<file path="src/ezb_pkg.sv">
// shared constants and types of the external zone bus interface
// assumes one 20 MHz clock and a 32-bit APB register port
package ezb_pkg;

    // register byte offsets
    localparam logic [7:0] EZB_OFS_CONFIG = 8'h00;
    localparam logic [7:0] EZB_OFS_ZONE0  = 8'h04;
    localparam logic [7:0] EZB_OFS_ZONE6  = 8'h08;
    localparam logic [7:0] EZB_OFS_ZONE7  = 8'h0c;
    localparam logic [7:0] EZB_OFS_STATUS = 8'h10;

    // configuration bits
    localparam int EZB_CFG_HALF_RATE  = 0;
    localparam int EZB_CFG_RELEASE_EN = 1;
    localparam int EZB_CFG_POST_EN    = 2;
    localparam logic [2:0] EZB_CFG_RESET = 3'h3;

    // status bits
    localparam int EZB_ST_REQ   = 0;
    localparam int EZB_ST_GRANT = 1;
    localparam int EZB_ST_BUSY  = 2;

    localparam int EZB_ZONES     = 3;
    localparam int EZB_ZONE_BITS = 19;
    localparam logic [1:0] EZB_WIDTH_16 = 2'h3;
    localparam logic [1:0] EZB_WIDTH_32 = 2'h1;

    // ready sample points, in interface ticks before the end of the active period
    localparam logic [7:0] EZB_SYNC_SAMPLE  = 8'h01;
    localparam logic [7:0] EZB_ASYNC_SAMPLE = 8'h03;

    typedef struct packed {
        logic [1:0] rdLead;
        logic [2:0] rdActive;
        logic [1:0] rdTrail;
        logic [1:0] wrLead;
        logic [2:0] wrActive;
        logic [1:0] wrTrail;
        logic       readyEn;
        logic       asyncSel;
        logic       dbl;
        logic [1:0] width;
    } ezb_zone_t;

    localparam ezb_zone_t EZB_ZONE_RESET = '{
        rdLead: 2'h3, rdActive: 3'h7, rdTrail: 2'h3,
        wrLead: 2'h3, wrActive: 3'h7, wrTrail: 2'h3,
        readyEn: 1'b1, asyncSel: 1'b1, dbl: 1'b1, width: 2'h3};

    typedef struct packed {
        logic        write;
        logic        wide;
        logic [1:0]  zone;
        logic [19:0] addr;
        logic [31:0] wdata;
    } ezb_req_t;

    typedef enum logic [2:0] {EZB_IDLE, EZB_LEAD, EZB_ACTIVE, EZB_TRAIL, EZB_HOLD} ezb_state_t;

endpackage : ezb_pkg

</file>
<file path="src/ezb_top.sv">
// external zone bus interface: zone timing, width strobes, bus release
// assumes synchronous inputs on clk, a cpu that release_request_status its request until
// cpuReady, and an outside master that keeps its release request until granted
//
// Chosen here: the APB interface to the registers and the address map.

// Notes on behaviour
// 16-bit zone: pin is address bit zero
// 32-bit zone: 16-bit half write strobes, idle high
// release request: finish accesses, then grant
// granted: all interface outputs floated
// release enable bit gates request granting
// granted: cpu external accesses stall
// release request disables write posting
// request synchronised, no reset on flops
// status shows synced request and grant
// reset sets release enable; grant works
// pending cpu cycles blocked until release
// outside master release_request_status request until grant
// lead equals count, doubled optionally
// active equals count plus waits plus one
// trail equals count, doubled optionally
// ready waits zero when ready ignored
// per-zone timing and ready sampling
// illegal timing values used unchecked
// ignored ready needs lead at least one
// synchronous ready needs lead, active >=1
// ready enable plus async select: async
// low ready extends active by one
// sample ready one or three before end
// width 3 is 16-bit, 1 is 32-bit
// interface tick full or half rate
// request removed: ungrant, drive, then resume
module ezb_top
    import ezb_pkg::*;
(
    // clock and reset
    input  wire logic        clk,
    input  wire logic        arst_n,
    // apb slave
    input  wire logic        psel,
    input  wire logic        penable,
    input  wire logic        pwrite,
    input  wire logic [7:0]  paddr,
    input  wire logic [31:0] pwdata,
    output logic [31:0]      prdata,
    output logic             pready,
    output logic             pslverr,
    // cpu memory bus
    input  wire logic        cpuReq,
    input  wire ezb_req_t    cpuCmd,
    output logic             cpuReady,
    output logic [31:0]      cpuRdata,
    // external memory pins
    output logic [19:1]      address_bus,
    output logic             addressOe,
    input  wire logic [31:0] dataIn,
    output logic [31:0]      dataOut,
    output logic             dataOe,
    output logic             low_address_or_upper_write_strobe,
    output logic             lowAddrOe,
    output logic             lower_write_strobe_n,
    output logic             read_strobe_n,
    output logic             read_write_line,
    output logic             strobeOe,
    output logic [2:0]       zoneChipSelect_n,
    output logic             chipSelectOe,
    input  wire logic        external_ready_in,
    // outside bus master
    input  wire logic        bus_release_request_n,
    output logic             bus_release_grant_n
);

    logic [2:0]  config_q;
    ezb_zone_t   zoneCfg [EZB_ZONES];
    logic        reqMeta;
    logic        reqSync;
    logic        tickPhase;
    logic        tick;
    ezb_state_t  state;
    ezb_req_t    cur;
    ezb_zone_t   zc;
    logic        curPosted;
    logic [7:0]  cnt;
    logic        holdPend;
    logic        accept;
    logic        postNow;
    logic        done;
    logic        sampleNow;
    logic [1:0]  zoneIdx;
    logic        apbSetup;
    logic        mapped;
    logic [7:0]  leadTicks;
    logic [7:0]  activeTicks;
    logic [7:0]  trailTicks;
    logic [7:0]  sampleAt;
    logic        granted;
    logic        lowAddrHeld;

    // two-stage synchroniser without reset
    always_ff @(posedge clk) begin
        reqMeta <= bus_release_request_n;
        reqSync <= reqMeta;
    end

    // interface tick at full or half rate
    always_ff @(posedge clk or negedge arst_n) begin
        if (!arst_n) begin
            tickPhase <= 1'b0;
        end else begin
            tickPhase <= ~tickPhase;
        end
    end
    assign tick = config_q[EZB_CFG_HALF_RATE] ? tickPhase : 1'b1;

    // apb register port, zero wait states
    assign apbSetup = psel && !penable;
    assign pready   = 1'b1;
    assign mapped   = (paddr == EZB_OFS_CONFIG) || (paddr == EZB_OFS_ZONE0)
                   || (paddr == EZB_OFS_ZONE6) || (paddr == EZB_OFS_ZONE7)
                   || (paddr == EZB_OFS_STATUS);
    assign pslverr  = psel && penable && !mapped;

    // release enable comes up set
    always_ff @(posedge clk or negedge arst_n) begin
        if (!arst_n) begin
            config_q <= EZB_CFG_RESET;
        end else if (psel && penable && pwrite && paddr == EZB_OFS_CONFIG) begin
            config_q <= pwdata[2:0];
        end
    end

    // one timing register per zone
    for (genvar z = 0; z < EZB_ZONES; z++) begin : g_zone
        localparam logic [7:0] OFS = EZB_OFS_ZONE0 + 8'(4 * z);
        always_ff @(posedge clk or negedge arst_n) begin
            if (!arst_n) begin
                zoneCfg[z] <= EZB_ZONE_RESET;
            end else if (psel && penable && pwrite && paddr == OFS) begin
                zoneCfg[z] <= ezb_zone_t'(pwdata[EZB_ZONE_BITS-1:0]);
            end
        end
    end

    // status read back
    always_ff @(posedge clk or negedge arst_n) begin
        if (!arst_n) begin
            prdata <= 32'h0;
        end else if (apbSetup && !pwrite) begin
            unique case (paddr)
                EZB_OFS_CONFIG: prdata <= {29'h0, config_q};
                EZB_OFS_ZONE0:  prdata <= {13'h0, zoneCfg[0]};
                EZB_OFS_ZONE6:  prdata <= {13'h0, zoneCfg[1]};
                EZB_OFS_ZONE7:  prdata <= {13'h0, zoneCfg[2]};
                EZB_OFS_STATUS: prdata <= {29'h0, state != EZB_IDLE && !granted,
                                           bus_release_grant_n, reqSync};
                default:        prdata <= 32'h0;
            endcase
        end
    end

    // enable bit overrides the request
    assign holdPend = config_q[EZB_CFG_RELEASE_EN] && !reqSync;
    assign granted  = state == EZB_HOLD;

    // zone 3 folds onto the last zone
    assign zoneIdx = (cpuCmd.zone > 2'(EZB_ZONES - 1)) ? 2'(EZB_ZONES - 1) : cpuCmd.zone;
    assign zc      = zoneCfg[(cur.zone > 2'(EZB_ZONES - 1)) ? 2'(EZB_ZONES - 1) : cur.zone];

    // lead and trail, doubled when selected
    // values taken as written
    always_comb begin
        leadTicks   = 8'(cur.write ? zc.wrLead : zc.rdLead) << zc.dbl;
        trailTicks  = 8'(cur.write ? zc.wrTrail : zc.rdTrail) << zc.dbl;
        // active plus the implied cycle
        activeTicks = (8'(cur.write ? zc.wrActive : zc.rdActive) << zc.dbl) + 8'h01;
        // sample point by ready mode
        sampleAt    = zc.asyncSel ? EZB_ASYNC_SAMPLE : EZB_SYNC_SAMPLE;
    end

    // no new cycle once release is pending or granted
    assign accept  = tick && state == EZB_IDLE && cpuReq && !holdPend;
    // posting only while no release request
    assign postNow = cpuCmd.write && config_q[EZB_CFG_POST_EN] && reqSync;
    // ready ignored means no waits
    assign sampleNow = zc.readyEn && cnt == sampleAt;
    assign done = tick && ((state == EZB_TRAIL && cnt <= 8'h01)
               || (state == EZB_ACTIVE && !(sampleNow && !external_ready_in)
                   && cnt <= 8'h01 && trailTicks == 8'h00));
    assign cpuReady = (accept && postNow) || (done && !curPosted);

    always_ff @(posedge clk or negedge arst_n) begin
        if (!arst_n) begin
            state     <= EZB_IDLE;
            cnt       <= 8'h00;
            cur       <= '0;
            curPosted <= 1'b0;
        end else if (tick) begin
            unique case (state)
                EZB_IDLE: begin
                    // grant only with nothing outstanding
                    if (holdPend) begin
                        state <= EZB_HOLD;
                    end else if (accept) begin
                        cur       <= cpuCmd;
                        curPosted <= postNow;
                        state     <= EZB_LEAD;
                        cnt       <= 8'h00;
                    end
                end
                EZB_LEAD: begin
                    if (cnt + 8'h01 >= leadTicks) begin
                        state <= EZB_ACTIVE;
                        cnt   <= activeTicks;
                    end else begin
                        cnt <= cnt + 8'h01;
                    end
                end
                EZB_ACTIVE: begin
                    // low ready release_request_status the count one tick
                    if (sampleNow && !external_ready_in) begin
                        cnt <= cnt;
                    end else if (cnt <= 8'h01) begin
                        state <= (trailTicks == 8'h00) ? EZB_IDLE : EZB_TRAIL;
                        cnt   <= trailTicks;
                    end else begin
                        cnt <= cnt - 8'h01;
                    end
                end
                EZB_TRAIL: begin
                    if (cnt <= 8'h01) begin
                        state <= EZB_IDLE;
                    end else begin
                        cnt <= cnt - 8'h01;
                    end
                end
                EZB_HOLD: begin
                    // leave hold before any new access
                    if (!holdPend) begin
                        state <= EZB_IDLE;
                    end
                end
            endcase
        end
    end

    // read data latched at the end of the active period
    always_ff @(posedge clk or negedge arst_n) begin
        if (!arst_n) begin
            cpuRdata <= 32'h0;
        end else if (tick && state == EZB_ACTIVE && !cur.write && cnt <= 8'h01
                     && !(sampleNow && !external_ready_in)) begin
            cpuRdata <= dataIn;
        end
    end

    // address and data held in flops; the shared pin comes from a flop only in 16-bit zones
    always_ff @(posedge clk or negedge arst_n) begin
        if (!arst_n) begin
            address_bus <= 19'h0;
            dataOut     <= 32'h0;
        end else if (accept) begin
            address_bus <= cpuCmd.addr[19:1];
            dataOut     <= cpuCmd.wdata;
        end
    end

    // R24 16-bit zone: pin keeps last address bit zero, set as the access starts
    always_ff @(posedge clk or negedge arst_n) begin
        if (!arst_n) begin
            lowAddrHeld <= 1'b1;
        end else if (accept && zoneCfg[zoneIdx].width == EZB_WIDTH_16) begin
            lowAddrHeld <= cpuCmd.addr[0];
        end
    end

    // upper strobe for odd 16-bit or 32-bit writes, in step with the lower one
    assign low_address_or_upper_write_strobe = (zc.width == EZB_WIDTH_16) ? lowAddrHeld
        : !(state == EZB_ACTIVE && cur.write && (cur.wide || cur.addr[0]));

    // lower strobe for every 16-bit zone write and for even or 32-bit writes, idle high
    assign lower_write_strobe_n = !(state == EZB_ACTIVE && cur.write
                                    && (zc.width == EZB_WIDTH_16 || cur.wide || !cur.addr[0]));
    assign read_strobe_n   = !(state == EZB_ACTIVE && !cur.write);
    assign read_write_line = !(cur.write && state != EZB_IDLE && state != EZB_HOLD);

    for (genvar z = 0; z < EZB_ZONES; z++) begin : g_cs
        assign zoneChipSelect_n[z] = !((state == EZB_LEAD || state == EZB_ACTIVE
                                        || state == EZB_TRAIL) && zc == zoneCfg[z]
                                       && (cur.zone == 2'(z)
                                           || (z == EZB_ZONES - 1 && cur.zone == 2'h3)));
    end

    // everything floated while granted
    assign addressOe    = !granted;
    assign lowAddrOe    = !granted;
    assign strobeOe     = !granted;
    assign chipSelectOe = !granted;
    assign dataOe       = !granted && cur.write && (state == EZB_ACTIVE || state == EZB_TRAIL);

    // grant follows the hold state
    assign bus_release_grant_n = !granted;

endmodule : ezb_top

</file>
<file path="config.mk">
export PLATFORM = sky130hd
export DESIGN_NAME = ezb_top
export DESIGN_NICKNAME = d
export VERILOG_FILES = /design/src/ezb_pkg.sv /design/src/ezb_top.sv
export SDC_FILE = /design/constraint.sdc
export NUM_CORES = 1
export LEC_CHECK = 0
export ABC_AREA = 1
export BUFFER_PORTS_ARGS = -buffer_cell sky130_fd_sc_hd__buf_2
export CAP_MARGIN = 40
export CORE_MARGIN = 2
export CORE_UTILIZATION = 45
export CTS_CLUSTER_DIAMETER = 150
export DETAILED_ROUTE_END_ITERATION = 10
export GPL_ROUTABILITY_DRIVEN = 0
export PLACE_DENSITY = 0.71
export SETUP_SLACK_MARGIN = 0.05
export SYNTH_ARGS = -nofsm -noshare
export SYNTH_HDL_FRONTEND = slang
export SYNTH_SLANG_ARGS = --single-unit
</file>
<file path="constraint.sdc">
create_clock -name clk -period 2.6 [get_ports clk]
set_input_delay 0.13 -clock clk [delete_from_list [all_inputs] [get_ports clk]]
set_output_delay 0.13 -clock clk [all_outputs]
set_load 0.1 [all_outputs]
</file>
-- Word level (Yosys, flattened, before mapping)
Index checks and enable logic that the tools add are counted.
- word-level logic and storage cells: 204
- bits in registers: 196
- bits of input ports: 136
- muxes and demuxes: 31
- eq/ne operators: 27
- $add $sub $neg: 3
- magnitude comparators: 6
- shifts and indexed selects: 3
- bitwise operators: 4
- reductions and logical operators: 84
- operator list (operator ; count):
    19-bit one-hot mux with 5 select lines ; 1
    19-bit binary-select mux with 2-bit select ; 2
    19-bit == test ; 3
    8-bit two-way mux ; 6
    1-bit logical AND ; 44
    19-bit two-way mux ; 2
    8-bit one-hot mux with 4 select lines ; 1
    3-bit two-way mux ; 8
    1-bit zero test ; 18
    8-bit by 1-bit adder with 8-bit output, second input constant ; 2
    8-bit by 4-bit == test with 1-bit output, second input constant ; 2
    8-bit zero test ; 2
    2-bit two-way mux ; 8
    2-bit != test, second input constant ; 8
    2-bit by 1-bit << shifter with 8-bit output ; 2
    3-bit one-hot mux with 5 select lines ; 1
    1-bit logical OR ; 13
    2-bit == test, second input constant ; 4
    8-bit by 2-bit == test with 1-bit output ; 1
    8-bit by 3-bit == test with 1-bit output, second input constant ; 1
    8-bit by 5-bit == test with 1-bit output, second input constant ; 1
    8-bit greater-or-equal comparator ; 1
    8-bit by 1-bit less-or-equal comparator with 1-bit output, second input constant ; 1
    3-bit by 1-bit << shifter with 8-bit output ; 1
    other kinds (18) ; 25

-- Logic depth before layout (Yosys ltp)
- depth after elaboration: 18
- gate-level depth with buffers: 23
- gate-level depth less buffers: 22

-- Least setup slack after synthesis
Ideal clock, no wire load.
- path type: input -> output
- start: input port paddr[1]
- end: output port pslverr
- stages: 6
- slack: -2624 ps
- buffers on the path: 0
- required time: 2470 ps
- data arrival time: 5094 ps
- path through: nor2_1 -> nand2_1 -> nor2_1 -> nand4_1 -> inv_1 -> a2111oi_0
- cells in the longest elaborated chain, start to end: 7
- ends and longest elaborated chain (what ; line ; RTL):
    start, declared ; ezb_top.sv:44 ; input wire logic [7:0] paddr,
    8-bit by 3-bit == test with 1-bit output or 8-bit zero test (tied branches) ; ezb_top.sv:119 ; assign mapped = (paddr == EZB_OFS_CONFIG) || (paddr == EZB_OFS_ZONE0)
    1-bit logical OR ; ezb_top.sv:119 ;
    1-bit logical OR (2 in a row) ; ezb_top.sv:120 ; || (paddr == EZB_OFS_ZONE6) || (paddr == EZB_OFS_ZONE7)
    1-bit logical OR (*) ; ezb_top.sv:121 ; || (paddr == EZB_OFS_STATUS);
    1-bit zero test (*) ; ezb_top.sv:122 ; assign pslverr = psel && penable && !mapped;
    1-bit logical AND (*) ; ezb_top.sv:122 ;
    end, declared ; ezb_top.sv:48 ; output logic pslverr,
Every way passes the cells marked *; elsewhere a longest branch is shown, timed or not.

-- Worst setup path after layout
- start: register cur[53] (netlist bit)
- end: register state[2]
- cells in the longest elaborated chain, start to end: 12
- ends and longest elaborated chain (what ; line ; RTL):
    start, declared ; ezb_top.sv:81 ; ezb_req_t cur;
    start signal, assigned ; ezb_top.sv:205 ; cur <= cpuCmd;
    2-bit > comparator ; ezb_top.sv:168 ; assign zc = zoneCfg[(cur.zone > 2'(EZB_ZONES - 1)) ? 2'(EZB_ZONES - 1) : cur.zone];
    2-bit two-way mux (*) ; ezb_top.sv:168 ;
    2-bit inverter with 3-bit output (*) ; ezb_top.sv:168 ;
    19-bit binary-select mux with 2-bit select (*) ; ezb_top.sv:168 ;
    19-bit two-way mux (*) (2 in a row) ; ezb_top.sv:168 ;
    parallel branches: the longest is 5 deep, another holds 8-bit greater-or-equal comparator ; -- ;
    7-bit AND reduction (no line) (*) ; -- ;
    end signal, assigned ; ezb_top.sv:224 ; state <= (trailTicks == 8'h00) ? EZB_IDLE : EZB_TRAIL;
    end, declared ; ezb_top.sv:80 ; ezb_state_t state;
Every way passes the cells marked *. The select of a mux whose other input is x is not followed.
A chain may end at the register's enable or synchronous reset.

==> results by group <==
Clock tree
  • Worst skew pair latency: 0.45 ns
  • Maximum clock path buffer count: 2
  • Root buf cell: clkbuf_16
  • CTS Buf Count: 17
  • H-tree depth: 4
  • Clock transition at the registers of the reported paths: 0.07 ns
  • CTS tree: built
  • CTS sink count: 183

Power
  • Worst VDD drop: 1.30 mV
  • Power Total: 16,700 µW
  • Switching part of the total: 0.571
  • Internal Power: 7160 µW
  • Pleak: 0.00630 µW
  • NetSw: 9530 µW
  • Logic pwr share: 0.595
  • Clock share of power: 0.162
  • Sequential power share: 0.243
  • Power Density: 1340 mW/mm²

Die
  • Die height: 146 µm
  • Site row count: 51
  • I/O Pins: 267
  • Starting density of the core: 0.460
  • Area of the die: 0.0212 mm²
  • Core Area: 0.0196 mm²
  • Die W: 146 µm

Logic synthesis
  • EDFF count, synth: 0
  • Largest area contributor in the netlist: dfrtp_1
  • Compound-gate portion of the synthesized area: 0.0866
  • Post-Synth Simple-Gate Area: 0.297
  • Synth top area share: 0.336
  • Post-synthesis register bit count: 183
  • Top cells by count, synth: nand2_1 (483), dfrtp_1 (121), o21ai_0 (103), inv_1 (88), nand3_1 (70)
  • Ys flop type: dfrtp_1
  • Most common cell in the synthesized netlist: nand2_1
  • Synth Area per Inst: 7.85 µm²
  • Post-synthesis cell area: 0.00902 mm²
  • Area contributors post-synth: dfrtp_1 (34%), nand2_1 (20%), dfstp_2 (17%), o21ai_0 (5.7%), nand3_1 (3.9%)
  • Mux cell area share after synthesis: 0
  • Main combinational cell family by area after synthesis: simple AND/OR/NAND/NOR gates
  • XOR/XNOR Fraction of Synth Area: 0.00486
  • Sequential fraction of the synthesis area: 0.515
  • Adder-Cell Fraction of Synth Area: 0.00971
  • Async SR Flop Fraction: 0.989
  • Synth unique cells: 47
  • Ys Warns: 0
  • Mapped Cells: 1,149

Routing
  • Routed wire length: 28,000 µm
  • DRC Markers: 0
  • Pre-antenna DRT Iters: 5
  • Antenna viol nets, final: 0
  • DR WL/cell: 15.7 µm
  • Vias post-DR: 9,025
  • Vias/cell: 5.06
  • Initial DRC Count: 784

Placement
  • Placed insts: 1,632
  • Placed instance area: 0.0105 mm²
  • IO buf count: 239
  • Final HPWL from detailed placement: 18,600 µm

Run
  • Max-Cap Viols: 0

Timing
  • Period utilization: 0.964
  • Setup_tns: 0 ns
  • Setup-failing EPs final: 0
  • Fin. Hold Viols: 0
  • Minimum clock period after layout: 2.51 ns
  • Max Clock Freq: 399 MHz
  • Clock skew: 0.0106 ns
  • RSZ-0062 raised after global routing: yes
  • Fin. max-slew vios: 0
  • Rel. slew slack: 0.565
  • Worst Max-Slew Pin Slew: 0.652 ns

Global route
  • Vias in the first global route: 8,843
  • Largest net degree at the start of global routing: 68
  • First-pass GRT wire length: 45,200 µm
  • GRT overflow: 0
  • GRT Total Usage: 0.266
  • Initial antenna violation count: 1

Critical path
  • Crit path capture type: flop
  • CP peak stage delay: 0.45 ns
  • Critical-path cell list: inv_2 > buf_6 > nor2_1 > o31ai_2 > buf_4 > nand2_1 > ha_1 > nand2_1 > nand2_1 > nor2_2 > nand2_2 > nor2_4 > nand2_1 > nand3_4 > nand2_1 > o21ai_1
  • Worst EP arrival: 2.88 ns
  • Worst Setup Start Kind: flop
  • CP Max Fanout: 7
  • WP buf/inv: 3
  • Slowest CP cell: dfrtp_2
  • Kind of critical path: reg -> reg
  • CP top delay family: simple AND/OR/NAND/NOR gates
  • Required @ worst endpoint: 2.97 ns
  • CP dominant cell by count: nand2_1

Layout
  • Final design utilization: 0.634
  • Synthesis-to-layout area growth: 37.8%
  • Share of cells above drive strength 1: 0.286
  • Non-Filler Instances: 1,785
  • Layout Nets: 1,649
  • Final instance area: 0.0124 mm²

Run status
  • Status: complete, no violations

Worst hold path
  • Tightest Hold Check Type: in -> reg
stage by stage:
step | setup slack, ns | hold WS, ns
final | 0.0947 | 0.00361
after global routing | -0.154 | 0.00624
after CTS | 0.0459 | 0.00200
after detailed placement | 0.0243 | 0.185
after global placement | 0.0998 | 0.186
after floorplan | 0.100 | -0.166
area by class of cell:
type / instances / area, µm²
Antenna cell: 1 / 2.50
Tap cell: 265 / 332
Clock buffer: 18 / 429
Fill cell: 1648 / 7170
Sequential cell: 183 / 4650
Inverter: 102 / 385
Clock inverter: 14 / 184
Timing Repair Buffer: 390 / 2680
Multi-Input combinational cell: 812 / 3760
registers in the layout (all words and copies together), names as in the netlist:
register	count
cpuRdata	32
lowAddrHeld	1
config_q	3
dataOut	32
zoneCfg	57
curPosted	1
reqSync	1
state	3
address_bus	19
cnt	8
cur	5
prdata	19
tickPhase	1
reqMeta	1
final timing paths:
path                                 start         endpoint  slack [ns]  cells after the start
worst min-delay path            pwdata[18]      zoneCfg[56]       0.004                      3
worst max-delay path               cur[53]         state[2]        0.09                     16
worst min register to register     reqMeta          reqSync        0.33                      0
max in group asynchronous           arst_n   address_bus[7]        1.60                      3
worst max register to register     cur[53]         state[2]        0.09                     16
min in group asynchronous           arst_n  address_bus[11]        0.27                      2
cell families (layout without fill, tap and decap cells):
| group | after synthesis | in the layout |
|---|---|---|
| simple gates | 639 | 639 |
| flops | 183 | 183 |
| buf+inv | 166 | 524 |
| compound gates | 147 | 147 |
| fa+ha+maj | 7 | 7 |
| xor+xnor | 5 | 5 |
| other cells | 2 | 15 |
power by group through the flow:
stage | Clock [µW] | Sequential, µW | Combinational (µW)
finish | 2700 | 4050 | 9940
global route | 2850 | 4130 | 10500
CTS | 2740 | 4010 | 9410
detailed placement | 0 | 4040 | 9260
global placement | 0 | 4030 | 9180
floorplan | 0 | 8230 | 3240
what timing repair did:
action	CTS	global route
setup endpoints to repair	7	11
pin swaps	0	13
gates resized for setup	3	36
endpoints found under the hold margin	176	0
setup buffers	0	13
hold buffers	107	0
metal layers:
layer	up-vias	wire (µm)	track usage
met2	364	13500	0.433
met3	81	1700	0.0489
met5	-	0	0
met1	4256	11700	0.344
li1	4324	-	-
met4	0	1060	0.128
cell usage in the layout, fill, tap and decap left out, drive strengths merged, types with 2 or more instances in the layout:
cell         Yosys  layout
inv            100     108
conb             2      14
dlygate4sd3      0     107
nand3           73      73
a211oi           2       2
clkbuf          21      18
nand2          487     487
or2              3       3
dfxtp            2       2
o21ai          111     111
a2bb2oi          2       2
o22ai            7       7
clkinv           2       6
a31oi            2       2
bufinv           0       2
nor3             8       8
a21oi           17      17
ha               7       7
xor2             5       5
dfrtp          121     121
nand4           14      14
nor2            50      50
dfstp           60      60
buf             43     283
worst register-to-register path: cells and delay by family (launching register included):
family,cells,cell delay [ns]
AOI/OAI and AO/OA,2,0.43
DFF,1,0.45
adders and majority gates,1,0.26
buffers and inverters,3,0.40
and+or+nand+nor,10,0.91
(Power assumes the default switching activity.)
